$ cat config.mk
export PLATFORM = sky130hd
export DESIGN_NAME = iaf_core
export DESIGN_NICKNAME = d
export VERILOG_FILES = /design/src/verilog/iaf_pkg.sv /design/src/verilog/iaf_core.sv
export SDC_FILE = /design/constraint.sdc
export NUM_CORES = 1
export LEC_CHECK = 0
export ABC_AREA = 1
export BUFFER_PORTS_ARGS = -buffer_cell sky130_fd_sc_hd__buf_2
export CAP_MARGIN = 20
export CORE_ASPECT_RATIO = 1.1
export CORE_MARGIN = 4
export CORE_UTILIZATION = 36
export CTS_CLUSTER_DIAMETER = 40
export DETAILED_ROUTE_END_ITERATION = 8
export GPL_TIMING_DRIVEN = 0
export SYNTH_ARGS = -nofsm -noshare
export SYNTH_HDL_FRONTEND = slang
export SYNTH_SLANG_ARGS = --single-unit
$ cat constraint.sdc
create_clock -name clock_in -period 3.5 [get_ports clock_in]
set_input_delay 0.7 -clock clock_in [delete_from_list [all_inputs] [get_ports clock_in]]
set_output_delay 0.7 -clock clock_in [all_outputs]
set_load 0.05 [all_outputs]
$ cat src/verilog/iaf_pkg.sv
package iaf_pkg;

  localparam int ADDR_W = 12;
  localparam int DATA_W = 8;
  localparam int NUM_PTR = 3;
  localparam int FLAG_W = 5;

  ////////////////////////////////////////////////////////////////////////////////
  // Address map: pointer n owns eight addresses from PTR_GRP_BASE + n * stride
  localparam logic [11:0] PTR_GRP_BASE = 12'hFD0;
  localparam logic [11:0] PTR_GRP_STRIDE = 12'h008;
  localparam logic [11:0] FLAGS_ADDR = 12'hFE8;
  localparam logic [2:0] SLOT_DEREF = 3'h0;
  localparam logic [2:0] SLOT_DOWN = 3'h1;
  localparam logic [2:0] SLOT_UP = 3'h2;
  localparam logic [2:0] SLOT_PREUP = 3'h3;
  localparam logic [2:0] SLOT_INDEX = 3'h4;
  localparam logic [2:0] SLOT_HIGH = 3'h5;
  localparam logic [2:0] SLOT_LOW = 3'h6;

  ////////////////////////////////////////////////////////////////////////////////
  // Flag positions and reset values
  localparam int FLAG_C = 0;
  localparam int FLAG_DC = 1;
  localparam int FLAG_Z = 2;
  localparam int FLAG_OV = 3;
  localparam int FLAG_N = 4;
  localparam logic [4:0] FLAGS_RST = 5'h00;
  localparam logic [4:0] MASK_ARITH = 5'h1F;
  localparam logic [4:0] MASK_LOGIC = 5'h14;
  localparam logic [4:0] MASK_ROT = 5'h17;
  localparam logic [4:0] MASK_NONE = 5'h00;
  localparam logic [11:0] PTR_RST = 12'h000;
  localparam logic [11:0] PTR_STEP = 12'h001;
  localparam logic [7:0] DATA_ZERO = 8'h00;
  localparam logic [3:0] HIGH_PAD = 4'h0;
  localparam logic [2:0] FLAGS_PAD = 3'h0;

  typedef enum logic [2:0] {
    ALU_NONE, ALU_ADD, ALU_SUB, ALU_AND, ALU_OR, ALU_XOR, ALU_RLC, ALU_RRC
  } iaf_alu_e;

  typedef enum logic [3:0] {
    KIND_PLAIN, KIND_DEREF, KIND_DOWN, KIND_UP, KIND_PREUP, KIND_INDEX,
    KIND_HIGH, KIND_LOW, KIND_FLAGS
  } iaf_kind_e;

  typedef struct packed {
    iaf_kind_e kind;
    logic [1:0] idx;
  } iaf_dec_s;

  typedef struct packed {
    logic [7:0] res;
    logic [4:0] flags;
    logic [4:0] mask;
  } iaf_alu_s;

  function automatic iaf_dec_s iaf_decode(input logic [11:0] addr);
    iaf_dec_s d;
    logic [11:0] base;
    d.kind = (addr == FLAGS_ADDR) ? KIND_FLAGS : KIND_PLAIN;
    d.idx = 2'h0;
    base = PTR_GRP_BASE;
    for (int n = 0; n < NUM_PTR; n++) begin
      if (addr[11:3] == base[11:3]) begin
        d.idx = 2'(n);
        case (addr[2:0])
          SLOT_DEREF: d.kind = KIND_DEREF;
          SLOT_DOWN: d.kind = KIND_DOWN;
          SLOT_UP: d.kind = KIND_UP;
          SLOT_PREUP: d.kind = KIND_PREUP;
          SLOT_INDEX: d.kind = KIND_INDEX;
          SLOT_HIGH: d.kind = KIND_HIGH;
          SLOT_LOW: d.kind = KIND_LOW;
          default: d.kind = KIND_PLAIN;
        endcase
      end
      base = base + PTR_GRP_STRIDE;
    end
    return d;
  endfunction : iaf_decode

  function automatic logic iaf_is_port(input iaf_kind_e k);
    return (k == KIND_DEREF) || (k == KIND_DOWN) || (k == KIND_UP) ||
           (k == KIND_PREUP) || (k == KIND_INDEX);
  endfunction : iaf_is_port

endpackage : iaf_pkg

$ cat src/verilog/iaf_core.sv
// Implementation choices: the address-and-strobe port and the register addresses.
module iaf_core
  import iaf_pkg::*;
(
  input wire logic clock_in,
  input wire logic rst_n_in,
  input wire logic [11:0] addr_in,
  input wire logic [7:0] wdata_in,
  input wire logic wr_in,
  input wire logic rd_in,
  input wire logic [7:0] accumulator_in,
  input wire iaf_alu_e alu_op_in,
  input wire logic [7:0] alu_a_in,
  input wire logic [7:0] alu_b_in,
  input wire logic [7:0] ram_rdata_in,
  output logic [7:0] rdata_out,
  output logic [7:0] alu_result_out,
  output logic [7:0] alu_flags_out,
  output logic [11:0] ram_addr_out,
  output logic [7:0] ram_wdata_out,
  output logic ram_we_out,
  output logic ram_re_out
);

  typedef struct packed {
    logic [NUM_PTR-1:0][11:0] pointer_reg;
    logic [4:0] flags;
    logic [7:0] rdata;
    logic rd_ram;
    logic [11:0] ram_addr;
    logic [7:0] ram_wdata;
    logic ram_we;
    logic ram_re;
    logic [7:0] alu_res;
  } iaf_state_s;

  iaf_state_s s_q;
  iaf_state_s s_d;

  // One adder serves add and subtract so both see identical carry logic
  function automatic iaf_alu_s iaf_add(input logic [7:0] a, input logic [7:0] b,
                                       input logic cin);
    iaf_alu_s r;
    logic [8:0] sum;
    logic [4:0] low;
    sum = {1'b0, a} + {1'b0, b} + {8'h00, cin};
    low = {1'b0, a[3:0]} + {1'b0, b[3:0]} + {4'h0, cin};
    r.res = sum[7:0];
    r.flags = '0;
    r.flags[FLAG_C] = sum[8];
    r.flags[FLAG_DC] = low[4];
    r.flags[FLAG_OV] = (a[7] == b[7]) && (sum[7] != a[7]);
    r.mask = MASK_ARITH;
    return r;
  endfunction : iaf_add

  function automatic iaf_alu_s iaf_alu(input iaf_alu_e op, input logic [7:0] a,
                                       input logic [7:0] b, input logic c);
    iaf_alu_s r;
    r.res = DATA_ZERO;
    r.flags = '0;
    r.mask = MASK_NONE;
    case (op)
      ALU_ADD: r = iaf_add(a, b, 1'b0);
      ALU_SUB: r = iaf_add(a, ~b, 1'b1);
      ALU_AND: begin
        r.res = a & b;
        r.mask = MASK_LOGIC;
      end
      ALU_OR: begin
        r.res = a | b;
        r.mask = MASK_LOGIC;
      end
      ALU_XOR: begin
        r.res = a ^ b;
        r.mask = MASK_LOGIC;
      end
      ALU_RLC: begin
        r.res = {a[6:0], c};
        r.flags[FLAG_C] = a[7];
        r.flags[FLAG_DC] = a[3];
        r.mask = MASK_ROT;
      end
      ALU_RRC: begin
        r.res = {c, a[7:1]};
        r.flags[FLAG_C] = a[0];
        r.flags[FLAG_DC] = a[4];
        r.mask = MASK_ROT;
      end
      default: r.mask = MASK_NONE;
    endcase
    r.flags[FLAG_N] = r.res[7];
    r.flags[FLAG_Z] = (r.res == DATA_ZERO);
    return r;
  endfunction : iaf_alu

  ////////////////////////////////////////////////////////////////////////////////
  // Address resolution and state update
  always_comb begin
    iaf_dec_s src;
    iaf_dec_s tgt;
    logic [11:0] cur;
    logic [11:0] eff;
    logic [11:0] stepped;
    logic step;
    logic indirect;
    logic virt;
    logic ptr_tgt;
    logic [4:0] f;
    iaf_alu_s alu;
    src = iaf_decode(addr_in);
    cur = s_q.pointer_reg[src.idx];
    eff = addr_in;
    stepped = cur;
    step = 1'b0;
    s_d = s_q;
    s_d.rd_ram = 1'b0;
    s_d.ram_we = 1'b0;
    s_d.ram_re = 1'b0;
    s_d.rdata = DATA_ZERO;
    indirect = iaf_is_port(src.kind);
    // Wrap falls out of 12-bit arithmetic, so steps carry across bytes
    case (src.kind)
      KIND_DEREF: eff = cur;
      KIND_DOWN: begin
        eff = cur;
        stepped = cur - PTR_STEP;
        step = 1'b1;
      end
      KIND_UP: begin
        eff = cur;
        stepped = cur + PTR_STEP;
        step = 1'b1;
      end
      KIND_PREUP: begin
        eff = cur + PTR_STEP;
        stepped = eff;
        step = 1'b1;
      end
      KIND_INDEX: eff = cur + {{4{accumulator_in[7]}}, accumulator_in};
      default: eff = addr_in;
    endcase
    tgt = iaf_decode(eff);
    virt = indirect && iaf_is_port(tgt.kind);
    ptr_tgt = (tgt.kind == KIND_HIGH) || (tgt.kind == KIND_LOW);
    // Stepping only writes the pointer, never the flags
    if ((rd_in || wr_in) && step && !(wr_in && ptr_tgt) && !(wr_in && virt)) begin
      s_d.pointer_reg[src.idx] = stepped;
    end
    if (wr_in && !virt) begin
      case (tgt.kind)
        KIND_HIGH: s_d.pointer_reg[tgt.idx][11:8] = wdata_in[3:0];
        KIND_LOW: s_d.pointer_reg[tgt.idx][7:0] = wdata_in;
        KIND_FLAGS: ;
        default: begin
          s_d.ram_we = 1'b1;
          s_d.ram_addr = eff;
          s_d.ram_wdata = wdata_in;
        end
      endcase
    end
    if (rd_in) begin
      if (virt) begin
        s_d.rdata = DATA_ZERO;
      end else begin
        case (tgt.kind)
          KIND_HIGH: s_d.rdata = {HIGH_PAD, s_q.pointer_reg[tgt.idx][11:8]};
          KIND_LOW: s_d.rdata = s_q.pointer_reg[tgt.idx][7:0];
          KIND_FLAGS: s_d.rdata = {FLAGS_PAD, s_q.flags};
          default: begin
            s_d.rd_ram = 1'b1;
            s_d.ram_re = 1'b1;
            s_d.ram_addr = eff;
          end
        endcase
      end
    end
    alu = iaf_alu(alu_op_in, alu_a_in, alu_b_in, s_q.flags[FLAG_C]);
    if (alu_op_in != ALU_NONE) begin
      s_d.alu_res = alu.res;
    end
    f = s_q.flags;
    if (wr_in && !virt && tgt.kind == KIND_FLAGS) begin
      f = wdata_in[4:0];
    end
    // A write that lands on a port cancels the ALU flag update, but not the Z that a port read in the same cycle sets
    if (!(wr_in && virt)) begin
      f = (f & ~alu.mask) | (alu.flags & alu.mask);
    end
    if (rd_in && virt) begin
      f[FLAG_Z] = 1'b1;
    end
    s_d.flags = f;
  end

  always_ff @(posedge clock_in or negedge rst_n_in) begin
    if (!rst_n_in) begin
      s_q.pointer_reg <= {NUM_PTR{PTR_RST}};
      s_q.flags <= FLAGS_RST;
      s_q.rdata <= DATA_ZERO;
      s_q.rd_ram <= 1'b0;
      s_q.ram_addr <= PTR_RST;
      s_q.ram_wdata <= DATA_ZERO;
      s_q.ram_we <= 1'b0;
      s_q.ram_re <= 1'b0;
      s_q.alu_res <= DATA_ZERO;
    end else begin
      s_q <= s_d;
    end
  end

  ////////////////////////////////////////////////////////////////////////////////
  // Outputs; RAM read is combinational, so its byte is steered not re-latched
  assign rdata_out = s_q.rd_ram ? ram_rdata_in : s_q.rdata;
  assign alu_result_out = s_q.alu_res;
  assign alu_flags_out = {FLAGS_PAD, s_q.flags};
  assign ram_addr_out = s_q.ram_addr;
  assign ram_wdata_out = s_q.ram_wdata;
  assign ram_we_out = s_q.ram_we;
  assign ram_re_out = s_q.ram_re;

endmodule : iaf_core

* Word level (Yosys, flattened, before mapping) *
Cells that the tools add are included.

operators by class
  add/sub/neg operators = 9
  $mul = 0
  divide/modulo/power cells = 0
  order comparisons = 4
  equality and inequality tests = 44
  shift-type cells = 0
  muxes and demuxes = 47
  bitwise gates (word level) = 9
  reductions and logical operators = 38

operator list
  cell                  count
  $bwmux 36             3
  $demux 12 s2          3
  $mux 36               2
  $pmux 36 s2           1
  $mux 21               3
  $pmux 8 s7            1
  $eq 9x9->1 const B    6
  $bmux 12 s2           2
  $mux 12               4
  $pmux 3 s7            2
  $mux 6                6
  $pmux 12 s3           1
  $eq 3x3->1 const B    10
  $mux 13               2
  $eq 12x12->1 const B  2
  $eq 4x3->1 const B    6
  $mux 8                3
  $pmux 12 s2           1
  $pmux 8 s3            1
  $add 8x8->9           2
  $eq 3x2->1 const B    6
  $eq 4x2->1 const B    4
  $pmux 5 s3            1
  $logic_and 1x1->1     13
  other kinds (34)      66

word-level totals
  bits in registers = 80
  latch bits = 0
  RAM bits = 0
  ROM bits = 0
  input bits = 59
  output and inout bits = 46
  logic and storage cells = 162
  memories kept = 0

* Longest topological paths before layout *
  depth in word-level cells = 28
  depth in mapped cells = 35
  gate-level depth less buffers = 34

* Worst setup path before layout *
OpenSTA, ideal clock, no wires.

  path kind = input port to flip-flop
  start point = in addr_in[5]
  end point = reg s_q[71] (netlist name)
  library setup time = 0.113 ns
  arrival time = 4.318 ns
  data required time = 3.387 ns
  setup slack = -0.931 ns
  stages = 31
  buffers on the path = 3
  path through = inv_1 nand2_1 nor2_4 nand3_4 buf_4 nor2_1 nor2_4 ha_1 fa_1 nand3_1 nand2_1 nand2_1 nand2_1 a21oi_1 o21ai_1 a21oi_1 nor2_1 a21boi_0 nand3_1 nor2_1 nand2_4 nand3_2 nand3_4 nand3_2 buf_6 nand2_4 nor2_4 buf_6 nand3_1 nand2_1 inv_1

RTL lines
  what                RTL line        RTL
  start: declaration  iaf_core.sv:7   input wire logic [11:0] addr_in,
  end: declaration    iaf_core.sv:37  iaf_state_s s_q;

==> flow_metrics.env <==
export IMPL_hold_violations=0
export IMPL_path_class="in -> reg"
export IMPL_regArea_um2=1980
export IMPL_hpwl_um=22800
export IMPL_fin_crit_ns=4.39
export IMPL_final_cell_area_um2=11400
export IMPL_cp_num_buf_inv=6
export IMPL_finalWeightedCongestion=0.947
export IMPL_dp_cells=1591
export IMPL_violations="setup timing"
export IMPL_post_route_period_util_pct=125
export IMPL_synth_avg_cell_area_um2=6.63
export IMPL_synthCells=1196
export IMPL_worst_slack_ns=-0.887
export IMPL_grt_pass1_wl_um=47500
export IMPL_cts_sinks=79
export IMPL_synth_top_cell_area_share_pct=24.9
export IMPL_cts_buffer_depth=2
export IMPL_synthArstFlopShare_pct=100
export IMPL_worst_slew_pin_slew_ns=0.973
export IMPL_slowest_delay_ns=0.26
export IMPL_grt_util_met2_pct=40.5
export IMPL_leakagePower_nw=5.72
export IMPL_met1_usage_pct=32.0
export IMPL_die_w_um=150
export IMPL_path_clk_slew_ns=0.06
export IMPL_synth_compound_area_share_pct=14.3
export IMPL_die_area_um2=24500
export IMPL_cts_hold_buf=0
export IMPL_ir_drop_mv=0.221
export IMPL_busiest_layer="met2"
export IMPL_final_cells=1722
export IMPL_yosysSeqAreaShare_pct=24.9
export IMPL_n_antenna_cell=0
export IMPL_synth_top_family_by_area="simple AND/OR/NAND/NOR gates"
export IMPL_status="finished, violations left"
export IMPL_firstDrtPassIters=7
export IMPL_ys_warn_count=0
export IMPL_fillers=2087
export IMPL_critPathArrivalTime_ns=4.63
export IMPL_synth_main_ff_cell="dfrtp_1"
export IMPL_path_max_fanout=7
export IMPL_numCtsBuffers=9
export IMPL_clkLatencyLatePin_ns=0.35
export IMPL_synth_seq_cells=79
export IMPL_worst_setup_path_start_kind="input port"
export IMPL_slew_viol_final=0
export IMPL_skew_ns=0.00890
export IMPL_yosys_cell_types_count=55
export IMPL_synth_edf_count=0
export IMPL_grt_overflow_total=0
export IMPL_route_detailed_drc=0
export IMPL_hp_class="in -> async"
export IMPL_rsz0062_at_grt="true"
export IMPL_wl_um=31500
export IMPL_synth_mux_area_share_pct=1.14
export IMPL_synth_area_leader_cell="dfrtp_1"
export IMPL_htreeDepth=3
export IMPL_grt_use_met3_pct=4.05
export IMPL_rrSetupSlack_ns=-0.41
export IMPL_finalSetupTns_ns=-56.15
export IMPL_fin_hold_ws_ns=0.194
export IMPL_multi_input_area_um2=5880
export IMPL_gr_usage_all_layers_pct=24.9
export IMPL_synth_area_um2=7930
export IMPL_synth_simple_area_share_pct=36.7
export IMPL_slew_headroom_pct=34.3
export IMPL_antenna_left=0
export IMPL_vias=9265
export IMPL_synthXorXnorAreaFrac_pct=0.552
export IMPL_coreArea_um2=21500
export IMPL_cap_violations=0
export IMPL_die_y_um=164
export IMPL_fin_nets=1535
export IMPL_io_pins=105
export IMPL_report_final_setup_viol=71
export IMPL_antenna_found_initial=0
export IMPL_routedWlPerCell_um=18.3
export IMPL_final_layout_size_suffix_gt1_share_pct=36.8
export IMPL_p_per_area_nw_per_um2=256
export IMPL_dpl_cell_area_um2=9060
export IMPL_synthTopCellsByArea="dfrtp_1 (25%), nand2_1 (13%), inv_1 (8.0%)"
export IMPL_cts_root_buf="clkbuf_16"
export IMPL_endpoint_kind="flip-flop"
export IMPL_timing_fmax_mhz=228
export IMPL_rows=56
export IMPL_avgViaCountPerCell=5.38
export IMPL_grt_start_max_net_pins=68
export IMPL_drtIter0Drc=947
export IMPL_synth_fa_ha_area_share_pct=7.86
export IMPL_cpMaxStageDelayCell="a21boi_2"
export IMPL_numPortBuffers=101
export IMPL_synthToLayoutAreaGrowth_pct=44.1
export IMPL_critical_path_required_ns=3.74
export IMPL_grt_pass1_vias=8851
export IMPL_critPathTopFamily="simple AND/OR/NAND/NOR gates"
export IMPL_start_util_pct=36.9
export IMPL_cts_tree="yes"
where the power goes:
part | internal, mW | leakage (nW) | switching, mW
Combinational | 0.320 | 4.58 | 0.589
Clock | 0.620 | 0.151 | 0.404
Sequential | 0.962 | 0.987 | 0.0360
timing repair:
| action | in CTS | in global routing |
|---|---|---|
| buffers inserted | 75 | 32 |
| gates cloned | 7 | 4 |
| gates resized for setup | 144 | 140 |
| pin swaps | 67 | 76 |
| setup endpoints to repair | 71 | 71 |
layout make-up:
cell class | count | area share [%]
clock buffer | 9 | 1.97
sequential | 79 | 17.3
buffer | 65 | 4.69
timing repair inverter | 1 | 0.0657
multi-input combinational | 870 | 51.5
timing repair buffer | 217 | 14.0
inverter | 185 | 6.54
tap | 290 | 3.18
clock inverter | 6 | 0.756
metrics by stage:
| stage | utilization, % | power (mW) | setup slack (ns) |
|---|---|---|---|
| after floorplan | - | 1.56 | -0.698 |
| after global placement | 41.9 | 1.79 | -2.26 |
| after detailed placement | 42.1 | 1.80 | -2.24 |
| after CTS | 49.6 | 2.89 | -0.772 |
| after global routing | 53.1 | 3.07 | -1.11 |
| final | 53.1 | 2.93 | -0.887 |
sequential cells by signal (all words and copies together) (netlist names):
name            flops
ram_we_out          1
s_q                44
ram_addr_out       12
ram_re_out          1
ram_wdata_out       8
alu_flags_out       5
alu_result_out      8
synthesized netlist by cell type, types with 11 or more instances:
| library cell | n |
|---|---|
| inv_2 | 11 |
| o22ai_1 | 23 |
| ha_1 | 45 |
| dfrtp_1 | 79 |
| inv_1 | 169 |
| buf_2 | 16 |
| o21ai_1 | 19 |
| nand2_1 | 272 |
| nand4_1 | 54 |
| buf_4 | 40 |
| o21ai_0 | 49 |
| a21oi_1 | 46 |
| nor2_1 | 94 |
| nand3_1 | 123 |
| nor3_1 | 13 |
logic make-up (layout without fill, tap and decap cells):
logic type               after synthesis  count (layout)
AND/OR/NAND/NOR                      614             616
buffers and inverters                251             483
AO/OA/AOI/OAI                        190             190
flip-flops                            79              79
adder cells (fa/ha/maj)               48              48
multiplexers                           8               8
XOR/XNOR                               5               5
other                                  1               3
worst paths after layout:
| kind | start | depth (start not counted) | endpoint |
|---|---|---|---|
| hold reg to reg | alu_result_out[2] | 2 | alu_result_out[2] |
| min in group clock_in | alu_result_out[2] | 2 | alu_result_out[2] |
| setup / recovery | addr_in[3] | 32 | s_q[67] |
| setup reg to reg | s_q[45] | 26 | s_q[67] |
| max in group asynchronous | rst_n_in | 2 | alu_result_out[3] |
| hold / removal | rst_n_in | 1 | ram_wdata_out[6] |
cell usage in the layout, fill, tap and decap left out, drive strengths merged, types with 2 or more instances in the layout:
master,count
nand4,59
o21a,3
clkinvlp,4
nor4,4
inv,176
mux2,8
a31oi,6
a21boi,4
a221oi,5
o221ai,8
ha,45
or2,2
nor2,109
fa,3
xor2,4
clkbuf,16
dfrtp,79
o21ai,68
bufinv,2
nor3,13
buf,274
o22ai,23
conb,3
a21o,3
nand3,134
nand3b,11
nor3b,2
o211ai,6
a21oi,47
a211oi,4
o31ai,6
clkinv,10
nand2,280
a22oi,2
metal layers:
metal | share of wire (%) | routed length, um
met1 | 42 | 13100
met4 | 4.6 | 1450
met2 | 47 | 14900
met3 | 6.7 | 2110
met5 | 0 | 0
No activity file was read; power rests on OpenSTA's default activity.
